`config.mk`:
```
export PLATFORM = sky130hd
export DESIGN_NAME = cgr_dev_flat
export DESIGN_NICKNAME = d
export VERILOG_FILES = /design/src/cgr_pkg.sv /design/src/cgr_link_if.sv /design/src/cgr_dev.sv /design/src/flat_wrapper.sv
export SDC_FILE = /design/constraint.sdc
export NUM_CORES = 1
export LEC_CHECK = 0
export ABC_AREA = 1
export BUFFER_PORTS_ARGS = -buffer_cell sky130_fd_sc_hd__buf_2
export CORE_MARGIN = 5
export CORE_UTILIZATION = 50
export CTS_BUF_LIST = sky130_fd_sc_hd__clkbuf_16
export DETAILED_ROUTE_END_ITERATION = 16
export HOLD_SLACK_MARGIN = 0.03
export PLACE_DENSITY = 0.77
export SLEW_MARGIN = 40
export SYNTH_ARGS = -nofsm -noshare
export SYNTH_HDL_FRONTEND = slang
export SYNTH_SLANG_ARGS = --single-unit
```
`constraint.sdc`:
```
create_clock -name pclk -period 5.5 [get_ports pclk]
set_input_delay 1.1 -clock pclk [delete_from_list [all_inputs] [get_ports pclk]]
set_output_delay 1.1 -clock pclk [all_outputs]
set_load 0.01 [all_outputs]
```
`src/cgr_pkg.sv`:
```
/*
  Shared constants for the clock generator reset and adjust control: register map,
  reset values, timing counts and the soft-reset sequencer states.
  Assumes a 50 MHz system clock on both ends of the link.
*/
package cgr_pkg;
  // Number of output clocks controlled by the block.
  localparam int NUM_OUT = 4;
  // System clock rate in kHz.
  localparam int CLK_KHZ = 50000;
  // PLL lock wait in ms and in cycles.
  localparam int LOCK_WAIT_MS = 25;
  localparam int LOCK_WAIT_CYC = LOCK_WAIT_MS * CLK_KHZ;
  // Length of the calibration and synthesizer initialisation step in cycles.
  localparam int CAL_CYC = 16;
  // Fastest step pin rate in kHz and the shortest pin period in cycles, rounded up.
  localparam int PIN_RATE_KHZ = 1500;
  localparam int PIN_PERIOD_CYC = (CLK_KHZ + PIN_RATE_KHZ - 1) / PIN_RATE_KHZ;
  localparam int PIN_HIGH_CYC = PIN_PERIOD_CYC / 2;
  // Phase range and step, and the resulting step limit each way.
  localparam int PHASE_RANGE_PS = 45000;
  localparam int PHASE_STEP_PS = 20;
  localparam int PHASE_LIMIT = PHASE_RANGE_PS / PHASE_STEP_PS;
  // Device register offsets; the per-output groups add the output number.
  localparam logic [7:0] OFS_CFG = 8'h10;
  localparam logic [7:0] OFS_FSTEP = 8'h20;
  localparam logic [7:0] OFS_FCMD = 8'h24;
  localparam logic [7:0] OFS_PSTEP = 8'h30;
  localparam logic [7:0] OFS_PCMD = 8'h34;
  localparam logic [7:0] OFS_PINIT = 8'h38;
  localparam logic [7:0] OFS_SSAMT = 8'h40;
  localparam logic [7:0] OFS_SSMODE = 8'h44;
  localparam logic [7:0] OFS_SSRATE = 8'h48;
  localparam logic [7:0] OFS_MISC = 8'h50;
  localparam logic [7:0] OFS_OEN = 8'h51;
  localparam logic [7:0] OFS_STAT = 8'h60;
  localparam logic [7:0] OFS_SRST = 8'hF6;
  // Value that starts a soft reset.
  localparam logic [7:0] SRST_CMD = 8'h02;
  // Configuration field positions.
  localparam int CFG_ALWAYS_ON = 3;
  localparam int CFG_INVERT = 4;
  localparam int CFG_SYNC = 5;
  localparam logic [2:0] DIV_MAX_CODE = 3'h5;
  // Spread limits in 0.1 percent units, rate limits in 0.5 kHz units.
  localparam logic [7:0] SS_AMT_MIN = 8'h01;
  localparam logic [7:0] SS_CENTER_MAX = 8'h19;
  localparam logic [7:0] SS_DOWN_MAX = 8'h32;
  localparam logic [7:0] SS_RATE_MIN = 8'h3C;
  localparam logic [7:0] SS_RATE_MAX = 8'h7E;
  // Reset values: 31.5 kHz rate, 0.5 percent down spread, spread off.
  localparam logic [7:0] SS_RATE_RST = 8'h3F;
  localparam logic [7:0] SS_AMT_RST = 8'h05;
  localparam logic [7:0] SS_MODE_RST = 8'h02;
  localparam logic [7:0] OEN_RST = 8'h0F;
  // Controller APB offsets.
  localparam logic [11:0] APB_XFER = 12'h000;
  localparam logic [11:0] APB_STAT = 12'h004;
  localparam logic [11:0] APB_PIN = 12'h008;
  // Soft-reset sequencer states.
  typedef enum logic [4:0] {
    CGR_IDLE = 5'b00001,
    CGR_OFF = 5'b00010,
    CGR_CAL = 5'b00100,
    CGR_LOCK = 5'b01000,
    CGR_ON = 5'b10000
  } cgr_seq_t;
endpackage : cgr_pkg

```
`src/cgr_link_if.sv`:
```
/*
  Link between the controller and the clock generator control logic: a byte
  register port and four step pins. Assumes both ends run on the same pclk.
*/
`timescale 1ns/1ps
interface cgr_link_if;
  // Register port.
  logic [7:0] reg_addr;
  logic [7:0] reg_wdata;
  logic reg_wr;
  logic reg_rd;
  logic [7:0] reg_rdata;
  logic reg_rvalid;
  // Step pins: frequency up, frequency down, phase up, phase down.
  logic [3:0] step_pins;
  modport dev (input reg_addr, input reg_wdata, input reg_wr, input reg_rd, input step_pins,
    output reg_rdata, output reg_rvalid);
  modport ctl (output reg_addr, output reg_wdata, output reg_wr, output reg_rd, output step_pins,
    input reg_rdata, input reg_rvalid);
endinterface : cgr_link_if

```
`src/cgr_dev.sv`:
```
/*
  Device end: soft-reset sequencer, per-output frequency and phase step control,
  output enables and spread parameters behind a byte register port.
  Assumes step pins are asynchronous and the register port is on pclk.
*/
// Implementation choice: register access over a byte register port.
`timescale 1ns/1ps
module cgr_dev #(
  parameter int LOCK_CYC = cgr_pkg::LOCK_WAIT_CYC
) (
  // Clock, reset and clock enable.
  input wire logic pclk,
  input wire logic presetn,
  input wire logic ce,
  // Link to the controller.
  cgr_link_if.dev link,
  // Output clock control toward the analog side.
  output logic [cgr_pkg::NUM_OUT-1:0] out_run,
  output logic [cgr_pkg::NUM_OUT-1:0] out_align,
  output logic [cgr_pkg::NUM_OUT-1:0] out_align_rise,
  output logic synth_init,
  output logic [cgr_pkg::NUM_OUT*3-1:0] out_div_code,
  output logic [cgr_pkg::NUM_OUT*16-1:0] freq_ofs_ppm,
  output logic [cgr_pkg::NUM_OUT*13-1:0] phase_ofs,
  output logic [cgr_pkg::NUM_OUT*8-1:0] ss_amount,
  output logic [cgr_pkg::NUM_OUT-1:0] ss_enable,
  output logic [cgr_pkg::NUM_OUT-1:0] ss_down,
  output logic [7:0] ss_rate,
  output logic seq_busy
);
  import cgr_pkg::*;

  // Soft-reset state, step counter and the mask of outputs it turned off.
  cgr_seq_t state_reg;
  logic [31:0] cnt_reg;
  logic [NUM_OUT-1:0] off_mask_reg;
  // Global registers.
  logic [7:0] srst_reg;
  logic [7:0] misc_reg;
  logic [7:0] oen_reg;
  logic [7:0] ssrate_reg;
  // Pin synchroniser stages and rising-edge pulses.
  logic [3:0] pin_s1;
  logic [3:0] pin_s2;
  logic [3:0] pin_s3;
  logic [3:0] pin_rise;
  // Per-output configuration gathered for readback.
  wire [NUM_OUT*8-1:0] cfg_bus;
  wire [NUM_OUT-1:0] always_on;
  // Write strobes for the commands, and the calibration-entry flag.
  logic srst_hit;
  logic fcmd_wr;
  logic pcmd_wr;
  logic cal_entry;

  assign srst_hit = link.reg_wr && link.reg_addr == OFS_SRST && link.reg_wdata == SRST_CMD;
  assign fcmd_wr = link.reg_wr && link.reg_addr == OFS_FCMD;
  assign pcmd_wr = link.reg_wr && link.reg_addr == OFS_PCMD;
  assign cal_entry = state_reg == CGR_OFF;
  assign seq_busy = state_reg != CGR_IDLE;

  // Two flops before anything looks at the pins, a third only for edge detection.
  always_ff @(posedge pclk or negedge presetn)
  begin
    if (!presetn)
    begin
      pin_s1 <= 4'h0;
      pin_s2 <= 4'h0;
      pin_s3 <= 4'h0;
    end
    else if (ce)
    begin
      pin_s1 <= link.step_pins;
      pin_s2 <= pin_s1;
      pin_s3 <= pin_s2;
    end
  end
  // One pulse per rising pin edge; a 34-cycle period leaves room for every edge.
  assign pin_rise = pin_s2 & ~pin_s3;

  // Global registers; the soft-reset byte keeps what was written.
  always_ff @(posedge pclk or negedge presetn)
  begin
    if (!presetn)
    begin
      srst_reg <= 8'h00;
      misc_reg <= 8'h00;
      oen_reg <= OEN_RST;
      ssrate_reg <= SS_RATE_RST;
    end
    else if (ce && link.reg_wr)
    begin
      case (link.reg_addr)
        OFS_SRST: srst_reg <= link.reg_wdata;
        OFS_MISC: misc_reg <= link.reg_wdata;
        OFS_OEN: oen_reg <= {4'h0, link.reg_wdata[3:0]};
        // Out-of-range rates are pulled to the nearest limit.
        OFS_SSRATE: ssrate_reg <= (link.reg_wdata < SS_RATE_MIN) ? SS_RATE_MIN :
          (link.reg_wdata > SS_RATE_MAX) ? SS_RATE_MAX : link.reg_wdata;
        default: ;
      endcase
    end
  end
  assign ss_rate = ssrate_reg;

  // Soft-reset sequencer; it never writes any configuration register.
  always_ff @(posedge pclk or negedge presetn)
  begin
    if (!presetn)
    begin
      state_reg <= CGR_IDLE;
      cnt_reg <= 32'h0;
      off_mask_reg <= '0;
      synth_init <= 1'b0;
    end
    else if (ce)
    begin
      synth_init <= cal_entry;
      case (state_reg)
        CGR_IDLE:
        begin
          // Requests are only taken here, so a running sequence finishes first.
          if (srst_hit)
          begin
            state_reg <= CGR_OFF;
          end
        end
        CGR_OFF:
        begin
          off_mask_reg <= oen_reg[NUM_OUT-1:0] & ~always_on;
          cnt_reg <= 32'h0;
          state_reg <= CGR_CAL;
        end
        CGR_CAL:
        begin
          cnt_reg <= cnt_reg + 32'h1;
          if (cnt_reg == 32'(CAL_CYC - 1))
          begin
            cnt_reg <= 32'h0;
            state_reg <= misc_reg[0] ? CGR_ON : CGR_LOCK;
          end
        end
        CGR_LOCK:
        begin
          cnt_reg <= cnt_reg + 32'h1;
          if (cnt_reg == 32'(LOCK_CYC - 1))
          begin
            cnt_reg <= 32'h0;
            state_reg <= CGR_ON;
          end
        end
        CGR_ON:
        begin
          off_mask_reg <= '0;
          state_reg <= CGR_IDLE;
        end
        default: state_reg <= CGR_IDLE;
      endcase
    end
  end

  // Per-output registers, accumulators and output controls.
  genvar n;
  generate
    for (n = 0; n < NUM_OUT; n++)
    begin : ch
      logic [7:0] cfg_reg;
      logic [7:0] fstep_reg;
      logic [7:0] pstep_reg;
      logic [7:0] pinit_reg;
      logic [7:0] ssamt_reg;
      logic [7:0] ssmode_reg;
      logic signed [15:0] facc_reg;
      logic signed [12:0] pacc_reg;
      logic f_up;
      logic f_dn;
      logic p_up;
      logic p_dn;
      logic unity;
      logic signed [13:0] p_next;
      logic [7:0] amt_max;
      // Only output zero listens to the pins.
      assign f_up = (fcmd_wr && link.reg_wdata[n]) || (n == 0 && pin_rise[0]);
      assign f_dn = (fcmd_wr && link.reg_wdata[n+4]) || (n == 0 && pin_rise[1]);
      assign p_up = (pcmd_wr && link.reg_wdata[n]) || (n == 0 && pin_rise[2]);
      assign p_dn = (pcmd_wr && link.reg_wdata[n+4]) || (n == 0 && pin_rise[3]);
      assign unity = cfg_reg[2:0] == 3'h0;
      assign amt_max = ssmode_reg[1] ? SS_DOWN_MAX : SS_CENTER_MAX;

      // Configuration writes; divider codes above 5 are held at 5.
      always_ff @(posedge pclk or negedge presetn)
      begin
        if (!presetn)
        begin
          cfg_reg <= 8'h00;
          fstep_reg <= 8'h01;
          pstep_reg <= 8'h01;
          pinit_reg <= 8'h00;
          ssamt_reg <= SS_AMT_RST;
          ssmode_reg <= SS_MODE_RST;
        end
        else if (ce && link.reg_wr)
        begin
          if (link.reg_addr == OFS_CFG + 8'(n))
          begin
            cfg_reg <= link.reg_wdata;
            if (link.reg_wdata[2:0] > DIV_MAX_CODE)
            begin
              cfg_reg[2:0] <= DIV_MAX_CODE;
            end
          end
          // A zero step size would stall stepping, so it becomes 1 ppm.
          if (link.reg_addr == OFS_FSTEP + 8'(n))
          begin
            fstep_reg <= (link.reg_wdata == 8'h00) ? 8'h01 : link.reg_wdata;
          end
          if (link.reg_addr == OFS_PSTEP + 8'(n))
          begin
            pstep_reg <= link.reg_wdata;
          end
          if (link.reg_addr == OFS_PINIT + 8'(n))
          begin
            pinit_reg <= link.reg_wdata;
          end
          if (link.reg_addr == OFS_SSAMT + 8'(n))
          begin
            ssamt_reg <= (link.reg_wdata < SS_AMT_MIN) ? SS_AMT_MIN :
              (link.reg_wdata > amt_max) ? amt_max : link.reg_wdata;
          end
          if (link.reg_addr == OFS_SSMODE + 8'(n))
          begin
            ssmode_reg <= {6'h0, link.reg_wdata[1:0]};
          end
        end
      end

      // Frequency offset in ppm; the synthesizer slews to it without a glitch.
      always_ff @(posedge pclk or negedge presetn)
      begin
        if (!presetn)
        begin
          facc_reg <= 16'sh0;
        end
        else if (ce)
        begin
          if (f_up && !f_dn)
          begin
            facc_reg <= facc_reg + signed'({8'h0, fstep_reg});
          end
          else if (f_dn && !f_up)
          begin
            facc_reg <= facc_reg - signed'({8'h0, fstep_reg});
          end
        end
      end

      // Phase offset in 20 ps units, clamped at the range ends; 12 bits cannot hold 2250, so it takes 13.
      assign p_next = p_up ? 14'(pacc_reg) + 14'(signed'({5'h0, pstep_reg})) :
        14'(pacc_reg) - 14'(signed'({5'h0, pstep_reg}));
      always_ff @(posedge pclk or negedge presetn)
      begin
        if (!presetn)
        begin
          pacc_reg <= 13'sh0;
        end
        else if (ce)
        begin
          if (cal_entry)
          begin
            // The programmed start offset holds only for undivided outputs.
            pacc_reg <= unity ? 13'(signed'(pinit_reg)) : 13'sh0;
          end
          else if (p_up != p_dn)
          begin
            pacc_reg <= (p_next > 14'(PHASE_LIMIT)) ? 13'(PHASE_LIMIT) :
              (p_next < -14'(PHASE_LIMIT)) ? -13'(PHASE_LIMIT) : p_next[12:0];
          end
        end
      end

      // Registered controls toward the outputs.
      always_ff @(posedge pclk or negedge presetn)
      begin
        if (!presetn)
        begin
          out_run[n] <= 1'b0;
          out_align[n] <= 1'b0;
          out_align_rise[n] <= 1'b0;
        end
        else if (ce)
        begin
          out_run[n] <= cfg_reg[CFG_ALWAYS_ON] || (oen_reg[n] && !off_mask_reg[n]);
          out_align[n] <= cal_entry && cfg_reg[CFG_SYNC] && unity;
          out_align_rise[n] <= cfg_reg[CFG_INVERT];
        end
      end

      assign cfg_bus[n*8 +: 8] = cfg_reg;
      assign always_on[n] = cfg_reg[CFG_ALWAYS_ON];
      // The ppm step is kept at the synthesizer; the divider scales it at the pin.
      assign out_div_code[n*3 +: 3] = cfg_reg[2:0];
      assign freq_ofs_ppm[n*16 +: 16] = facc_reg;
      assign phase_ofs[n*13 +: 13] = pacc_reg;
      assign ss_amount[n*8 +: 8] = ssamt_reg;
      assign ss_enable[n] = ssmode_reg[0];
      assign ss_down[n] = ssmode_reg[1];
    end
  endgenerate

  // Read port: data one cycle after the strobe; unmapped offsets read zero.
  always_ff @(posedge pclk or negedge presetn)
  begin
    if (!presetn)
    begin
      link.reg_rdata <= 8'h00;
      link.reg_rvalid <= 1'b0;
    end
    else if (ce)
    begin
      link.reg_rvalid <= link.reg_rd;
      if (link.reg_rd)
      begin
        case (link.reg_addr)
          OFS_SRST: link.reg_rdata <= srst_reg;
          OFS_MISC: link.reg_rdata <= misc_reg;
          OFS_OEN: link.reg_rdata <= oen_reg;
          OFS_SSRATE: link.reg_rdata <= ssrate_reg;
          OFS_STAT: link.reg_rdata <= {3'h0, seq_busy, out_run};
          default:
            link.reg_rdata <= (link.reg_addr[7:2] == OFS_CFG[7:2]) ? cfg_bus[link.reg_addr[1:0]*8 +: 8] : 8'h00;
        endcase
      end
    end
  end
endmodule : cgr_dev

```
`src/flat_wrapper.sv`:
```
// flat-port wrapper written by rule: the top's interface ports become plain ports
module cgr_dev_flat import cgr_pkg::*;
#(
  parameter int LOCK_CYC = cgr_pkg::LOCK_WAIT_CYC
)
  (pclk, presetn, ce, out_run, out_align, out_align_rise, synth_init, out_div_code, freq_ofs_ppm, phase_ofs, ss_amount, ss_enable, ss_down, ss_rate, seq_busy, link_reg_addr, link_reg_wdata, link_reg_wr, link_reg_rd, link_step_pins, link_reg_rdata, link_reg_rvalid);
  cgr_link_if link_i ();
  input wire logic pclk;
  input wire logic presetn;
  input wire logic ce;
  output logic [cgr_pkg::NUM_OUT-1:0] out_run;
  output logic [cgr_pkg::NUM_OUT-1:0] out_align;
  output logic [cgr_pkg::NUM_OUT-1:0] out_align_rise;
  output logic synth_init;
  output logic [cgr_pkg::NUM_OUT*3-1:0] out_div_code;
  output logic [cgr_pkg::NUM_OUT*16-1:0] freq_ofs_ppm;
  output logic [cgr_pkg::NUM_OUT*13-1:0] phase_ofs;
  output logic [cgr_pkg::NUM_OUT*8-1:0] ss_amount;
  output logic [cgr_pkg::NUM_OUT-1:0] ss_enable;
  output logic [cgr_pkg::NUM_OUT-1:0] ss_down;
  output logic [7:0] ss_rate;
  output logic seq_busy;
  input wire logic [$bits(link_i.reg_addr)-1:0] link_reg_addr;
  input wire logic [$bits(link_i.reg_wdata)-1:0] link_reg_wdata;
  input wire logic [$bits(link_i.reg_wr)-1:0] link_reg_wr;
  input wire logic [$bits(link_i.reg_rd)-1:0] link_reg_rd;
  input wire logic [$bits(link_i.step_pins)-1:0] link_step_pins;
  output wire logic [$bits(link_i.reg_rdata)-1:0] link_reg_rdata;
  output wire logic [$bits(link_i.reg_rvalid)-1:0] link_reg_rvalid;
  assign link_i.reg_addr = link_reg_addr;
  assign link_i.reg_wdata = link_reg_wdata;
  assign link_i.reg_wr = link_reg_wr;
  assign link_i.reg_rd = link_reg_rd;
  assign link_i.step_pins = link_step_pins;
  assign link_reg_rdata = link_i.reg_rdata;
  assign link_reg_rvalid = link_i.reg_rvalid;
  cgr_dev #(.LOCK_CYC(LOCK_CYC)) u_core (.pclk(pclk), .presetn(presetn), .ce(ce), .link(link_i), .out_run(out_run), .out_align(out_align), .out_align_rise(out_align_rise), .synth_init(synth_init), .out_div_code(out_div_code), .freq_ofs_ppm(freq_ofs_ppm), .phase_ofs(phase_ofs), .ss_amount(ss_amount), .ss_enable(ss_enable), .ss_down(ss_down), .ss_rate(ss_rate), .seq_busy(seq_busy));
endmodule
```
=== Yosys cells after proc, flatten, opt, wreduce, memory -nomap -nowiden ===
Cells that the tools add are included.

* Magnitude comparators: 16
* Add/subtract/negate cells: 17
* Divide/modulo/power cells: 0
* Muxes and demuxes: 59
* Bitwise gates (word level): 4
* Multipliers: 0
* Shifts and indexed selects: 1
* Reduce and logical (&&, ||, !) cells: 116
* Equality and inequality tests: 48

{| class="wikitable"
|+ Operators with widths
! operator !! number
|-
| $mux 13 || 20
|-
| $mux 16 || 8
|-
| $eq 8x6->1 const B || 14
|-
| $eq 8x7->1 const B || 12
|-
| $mux 8 || 12
|-
| $pmux 32 s3 || 1
|-
| $reduce_and 2->1 || 39
|-
| $add 16x9->16 || 4
|-
| $mux 32 || 2
|-
| $sub 16x9->16 || 4
|-
| $add 13x9->14 || 4
|-
| $gt 14x13->1 const B || 4
|-
| $lt 14x13->1 const B || 4
|-
| $mux 14 || 4
|-
| $sub 13x9->14 || 4
|-
| $logic_and 1x1->1 || 41
|-
| $pmux 8 s5 || 1
|-
| $add 32x1->32 const B || 1
|-
| $eq 32x21->1 const B || 1
|-
| $eq 32x4->1 const B || 1
|-
| $eq 8x5->1 const B || 4
|-
| $gt 8x8->1 || 4
|-
| $shiftx 32x6->8 || 1
|-
| $mux 6 || 4
|-
| 28 further kinds || 67
|}

* Memory bits (read-only): 0
* Memory bits (writable): 0
* Memories: 0
* Bits in latches: 0
* Bits in registers: 387
* Output and inout bits: 199

=== Logic depth before layout (Yosys ltp) ===
* Word-level depth: 10
* Mapped depth: 30
* Depth with buffers taken out: 29

=== Worst setup path before layout ===
Ideal clock, no wire load.

* Path kind: input to register
* Start point: input link_reg_addr[2]
* End point: register u_core.ch[3].facc_reg[13]
* Setup slack: 1293 ps
* Data required time: 5382 ps
* Stages on the path: 24
* Arrival: 4089 ps
* Path through: inv_1 nor2_1 nand2_2 nor2_4 nand2_1 inv_1 nand2_1 ha_1 clkbuf_1 inv_1 o21ai_0 xnor2_1 ha_1 inv_1 o21ai_0 a21oi_1 o21ai_0 a21boi_0 o21ai_0 nand3_1 nand2_1 nand2_1 nand3_1 nand2_1

* Word-level cells in the longest chain between the ends: 7
* Elaborated cells on any way between the ends: 11

{| class="wikitable"
|+ Ends and longest elaborated chain
! what !! line !! source
|-
| from (decl) || flat_wrapper.sv:23 || <nowiki>input wire logic [$bits(link_i.reg_addr)-1:0] link_reg_addr;</nowiki>
|-
| $eq 8x6->1 (*) || cgr_dev.sv:57 || <nowiki>assign fcmd_wr = link.reg_wr && link.reg_addr == OFS_FCMD;</nowiki>
|-
| $logic_and 1x1->1 (*) || cgr_dev.sv:57 ||
|-
| $logic_and 1x1->1 (on tied branches) || cgr_dev.sv:183, cgr_dev.sv:184 ||
|-
| $logic_not 1->1 (on tied branches) || cgr_dev.sv:250, cgr_dev.sv:246 ||
|-
| $logic_and 1x1->1 (on tied branches) || cgr_dev.sv:250, cgr_dev.sv:246 ||
|-
| $reduce_bool 2->1 (no line) || -- ||
|-
| $reduce_and 2->1 (no line) || -- ||
|-
| to (signal assigned) || cgr_dev.sv:248 || <nowiki>facc_reg <= facc_reg + signed'({8'h0, fstep_reg});</nowiki>
|-
| to (signal assigned) || cgr_dev.sv:252 || <nowiki>facc_reg <= facc_reg - signed'({8'h0, fstep_reg});</nowiki>
|-
| to (decl) || cgr_dev.sv:173 || <nowiki>logic signed [15:0] facc_reg;</nowiki>
|}

Every way passes the cells marked *; elsewhere a longest branch is shown, timed or not.
A chain may end at the register's enable or synchronous reset.

=== Worst setup path after layout ===
* Start point: input link_reg_addr[1]
* End point: register u_core.ch[1].facc_reg[13]

* Word-level cells in the longest chain between the ends: 7
* Elaborated cells on any way between the ends: 11

{| class="wikitable"
|+ Ends and longest elaborated chain
! what !! line
|-
| $eq 8x6->1 (*) || cgr_dev.sv:57
|-
| $logic_and 1x1->1 (*) || cgr_dev.sv:57
|-
| $logic_and 1x1->1 (on tied branches) || cgr_dev.sv:183, cgr_dev.sv:184
|-
| $logic_not 1->1 (on tied branches) || cgr_dev.sv:250, cgr_dev.sv:246
|-
| $logic_and 1x1->1 (on tied branches) || cgr_dev.sv:250, cgr_dev.sv:246
|-
| $reduce_bool 2->1 (no line) || --
|-
| $reduce_and 2->1 (no line) || --
|-
| to (signal assigned) || cgr_dev.sv:248
|-
| to (signal assigned) || cgr_dev.sv:252
|-
| to (decl) || cgr_dev.sv:173
|}

Marked as above.

==> out/qor.tcl <==
set qor(timing.critical_path.cells) {buf_2 -> nor2_4 -> nand2_2 -> nor2_4 -> nand2_1 -> inv_1 -> nand2_1 -> ha_1 -> inv_1 -> nand2_1 -> xnor2_1 -> ha_1 -> inv_1 -> o21ai_0 -> a21oi_1 -> o21ai_0 -> a21boi_0 -> o21ai_0 -> nand3_1 -> nand2_1 -> nand2_1 -> nand3_1 -> nand2_1}
set qor(synth_top_family_by_area) {simple AND/OR/NAND/NOR gates}
set qor(synth_most_common_cell) {sky130_fd_sc_hd__nand2_1}
set qor(worstRegToRegCells) 21
set qor(ios) 224
set qor(grt_overflow_total) 0
set qor(post_detailed_route_via_to_cell_ratio) 5.396
set qor(status) {finished clean}
set qor(cpMostUsedCell) {sky130_fd_sc_hd__nand2_1}
set qor(yosys.area_share.simple) 0.2741
set qor(cp_startpoint_kind) {input port}
set qor(grt.total_usage) 0.2632
set qor(fin_nets) 3829
set qor(routed-via-count) 23489
set qor(post_cts_buffers) 0
set qor(numCtsBuffers) 44
set qor(initial_core_util) 0.5018
set qor(post_place_instance_area_um2) 26750
set qor(ctsResizeCount) 0
set qor(critPathMaxFanout) 10
set qor(final.period_utilization) 0.8084
set qor(largest_register_ff_count) 64
set qor(fp.dieArea_um2) 54620
set qor(max-vdd-ir-drop_mv) 0.1892
set qor(portion_of_netlist_area_occupied_by_mux_cells) 0
set qor(timing.critical_path.from) {link_reg_addr[1]}
set qor(synth_top_area_cell) {sky130_fd_sc_hd__dfrtp_1}
set qor(ys_types) 56
set qor(syn_avg_cell_area_um2) 7.261
set qor(cts_root_buf) {sky130_fd_sc_hd__clkbuf_16}
set qor(synth-seq-cells) 387
set qor(synth.top_cells.by_count) {sky130_fd_sc_hd__nand2_1, sky130_fd_sc_hd__inv_1, sky130_fd_sc_hd__dfrtp_1, sky130_fd_sc_hd__o21ai_0, sky130_fd_sc_hd__nor2_1}
set qor(synth_compound_area_frac) 0.1395
set qor(flow.area_growth_from_synthesis_pct) 12.30
set qor(max_stage_delay_ps) 360
set qor(grt_first_pass_wirelength_um) 115900
set qor(final_cell_area_um2) 28100
set qor(ys.flop_type) {sky130_fd_sc_hd__dfrtp_1}
set qor(synth.yosys.warnings) 0
set qor(synth.top_cells.by_area) {sky130_fd_sc_hd__dfrtp_1, sky130_fd_sc_hd__nand2_1, sky130_fd_sc_hd__ha_1}
set qor(netlist_instances) 3446
set qor(maxSlewViolCount) 0
set qor(clock_tree_from_tritoncts) {done}
set qor(place.gp.congestion) 0.9731
set qor(setup_violation_total_in_the_final_timing_report) 0
set qor(fin_worst_skew_ps) 19.84
set qor(multiInputGateArea_um2) 13290
set qor(die_width_um) 233.7
set qor(finalWorstPathRequiredPeriod_ps) 4446
set qor(die_h_um) 233.7
set qor(fmaxAchievable_ghz) 0.2249
set qor(filler_cell_count) 4782
set qor(power.density_nw_per_um2) 395.1
set qor(setup_repair_after_global_routing_missed_its_margin) {false}
set qor(critPathCaptureType) {flip-flop}
set qor(critical_path.slowest_cell) {sky130_fd_sc_hd__ha_1}
set qor(first_iter_violations) 2065
set qor(slew_headroom) 0.4385
set qor(routed_wl_um) 72740
set qor(p_leak_uw) 0.01499
set qor(worst_hold_path_type) {input port to asynchronous set/reset pin}
set qor(critical_path_required_ps) 5960
set qor(cts_sinks) 387
set qor(synthXorXnorAreaFrac) 0.03660
set qor(drt_pass1_iterations) 7
set qor(synthesis.nets) 3627
set qor(finalHoldViolations) 0
set qor(core-area_um2) 49860
set qor(synthAdderAreaFrac) 0.08040
set qor(grt_start_max_net_pins) 127
set qor(placementRows) 82
set qor(cap_violations) 0
set qor(clock_latency_ps) 570
set qor(hold_buffers) 0
set qor(arrival_ps) 4900
set qor(max_slew.worst_pin.slew_ps) 835.8
set qor(buffer_ports.inserted) 223
set qor(r2r_startpoint) {u_core.ch[2].pstep_reg[1]}
set qor(ctsHtreeMaxLevel) 2
set qor(cp_num_cells) 23
set qor(synth_seq_area_share) 0.3886
set qor(cp_top_family) {simple AND/OR/NAND/NOR gates}
set qor(ant_nets) 0
set qor(crit_type) {input port to flip-flop}
set qor(route.detailed.drc) 0
set qor(synthesis.area_um2) 25020
set qor(setup_total_negative_slack_ps) 0
set qor(via_count_of_the_first_global_routing_pass) 22006
set qor(timing.critical_path.buf_inv) 4
set qor(proportion_of_layout_cells_with_a_drive_suffix_above_1) 0.1076
set qor(cts.reportedPaths.clkPinSlew_ps) 60
set qor(antenna_violations_before_repair) 0
set qor(rrSetupSlack_ps) 1800
set qor(antenna_cells_inserted) 0
set qor(post-synth-top-area-fraction) 0.3560
set qor(critical_path.reg2reg.endpoint) {u_core.ch[2].pacc_reg[1]}
set qor(synth-async-reset-ratio) 1.000
set qor(synth-edff-count) 0
set qor(area.sequential_um2) 9723
set qor(clock_path_buffers) 3
set qor(hpwl_um) 53870
set qor(post_drt_wl_per_cell_um) 16.71
set qor(cp-endpoint) {u_core.ch[1].facc_reg[13]}
[through the flow]
stage / power (µW) / cells / util / worst slack, ps / hold WS [ps]
after detailed placement: 8326 / 4273 / 0.5365 / 583.9 / 455.7
final: 11100 / 4353 / 0.5636 / 1054 / 404.5
after CTS: 11110 / 4352 / 0.5630 / 1162 / 470.4
after global placement: 8267 / 4273 / 0.5362 / 636.1 / 451.2
after floorplan: 7154 / 3446 / - / 1293 / 442.2
after global routing: 11970 / 4353 / 0.5636 / 640.1 / 408.5
[how the worst min path moves through the flow]
stage	slack, ps	endpoint
detailed placement	460	u_core.ch[3].facc_reg[15]
floorplan	440	u_core.pin_s1[0]
global placement	450	u_core.out_align_rise[0]
finish	400	u_core.ch[2].pacc_reg[11]
CTS	470	u_core.ch[3].facc_reg[15]
global route	410	u_core.ch[2].pacc_reg[11]
[cell families after synthesis]
family          after synthesis
compound gates              639
xor+xnor                    102
fa+ha+maj                   156
buf+inv                     510
simple gates               1652
flops                       387
[final cells by class]
class / instances / share of cell area
multi-input cells: 2549 / 0.4730
inverters: 421 / 0.05641
clock buffers: 44 / 0.03918
flip-flops and latches: 387 / 0.3460
well taps: 672 / 0.02992
repair buffers: 245 / 0.04755
clock inverters: 35 / 0.007881
[power by group]
part | switching [µW] | internal (µW) | leakage [µW]
registers | 436 | 3250 | 0.00499
clock network | 1200 | 1550 | 0.000691
logic | 3020 | 1650 | 0.00930
total | 4660 | 6450 | 0.0150
[metal layers]
metal | part of all wire | up-vias | GRT usage | routed length [µm]
li1 | - | 11665 | - | -
met1 | 0.45 | 10908 | 0.3726 | 32690
met2 | 0.44 | 796 | 0.4088 | 31940
met3 | 0.083 | 120 | 0.05932 | 6007
met4 | 0.029 | 0 | 0.07378 | 2102
met5 | 0 | - | 0 | 0
[cell usage in the layout (no fill, tap or decap), types with 6 or more instances in the layout]
cell type,count
sky130_fd_sc_hd__nor2_1,304
sky130_fd_sc_hd__a31oi_1,16
sky130_fd_sc_hd__nor3_1,47
sky130_fd_sc_hd__o21bai_1,6
sky130_fd_sc_hd__ha_1,148
sky130_fd_sc_hd__nand3b_1,12
sky130_fd_sc_hd__nand2_1,998
sky130_fd_sc_hd__nand4_1,47
sky130_fd_sc_hd__buf_2,222
sky130_fd_sc_hd__fa_1,8
sky130_fd_sc_hd__nand2_4,6
sky130_fd_sc_hd__clkbuf_16,44
sky130_fd_sc_hd__inv_1,417
sky130_fd_sc_hd__nor4_1,13
sky130_fd_sc_hd__a21oi_1,205
sky130_fd_sc_hd__dfstp_2,31
sky130_fd_sc_hd__xor2_1,70
sky130_fd_sc_hd__o22ai_1,15
sky130_fd_sc_hd__a22oi_1,9
sky130_fd_sc_hd__nand3_1,178
sky130_fd_sc_hd__nand2_2,15
sky130_fd_sc_hd__clkinv_1,19
sky130_fd_sc_hd__or2_2,16
sky130_fd_sc_hd__o21a_1,8
sky130_fd_sc_hd__o31ai_1,18
sky130_fd_sc_hd__buf_4,19
sky130_fd_sc_hd__inv_2,7
sky130_fd_sc_hd__xnor2_1,29
sky130_fd_sc_hd__o21ai_0,316
sky130_fd_sc_hd__a211oi_1,9
sky130_fd_sc_hd__dfrtp_1,356
[worst register-to-register path: cells and delay by family, from the launching register on]
| kind | cells | cell delay, ps |
|---|---|---|
| AND/OR/NAND/NOR | 10 | 1170 |
| AO/OA/AOI/OAI | 4 | 1140 |
| buffers and inverters | 5 | 410 |
| flip-flops | 1 | 400 |
| adder cells (fa/ha/maj) | 2 | 510 |
Power figures use the tool's default switching activity.
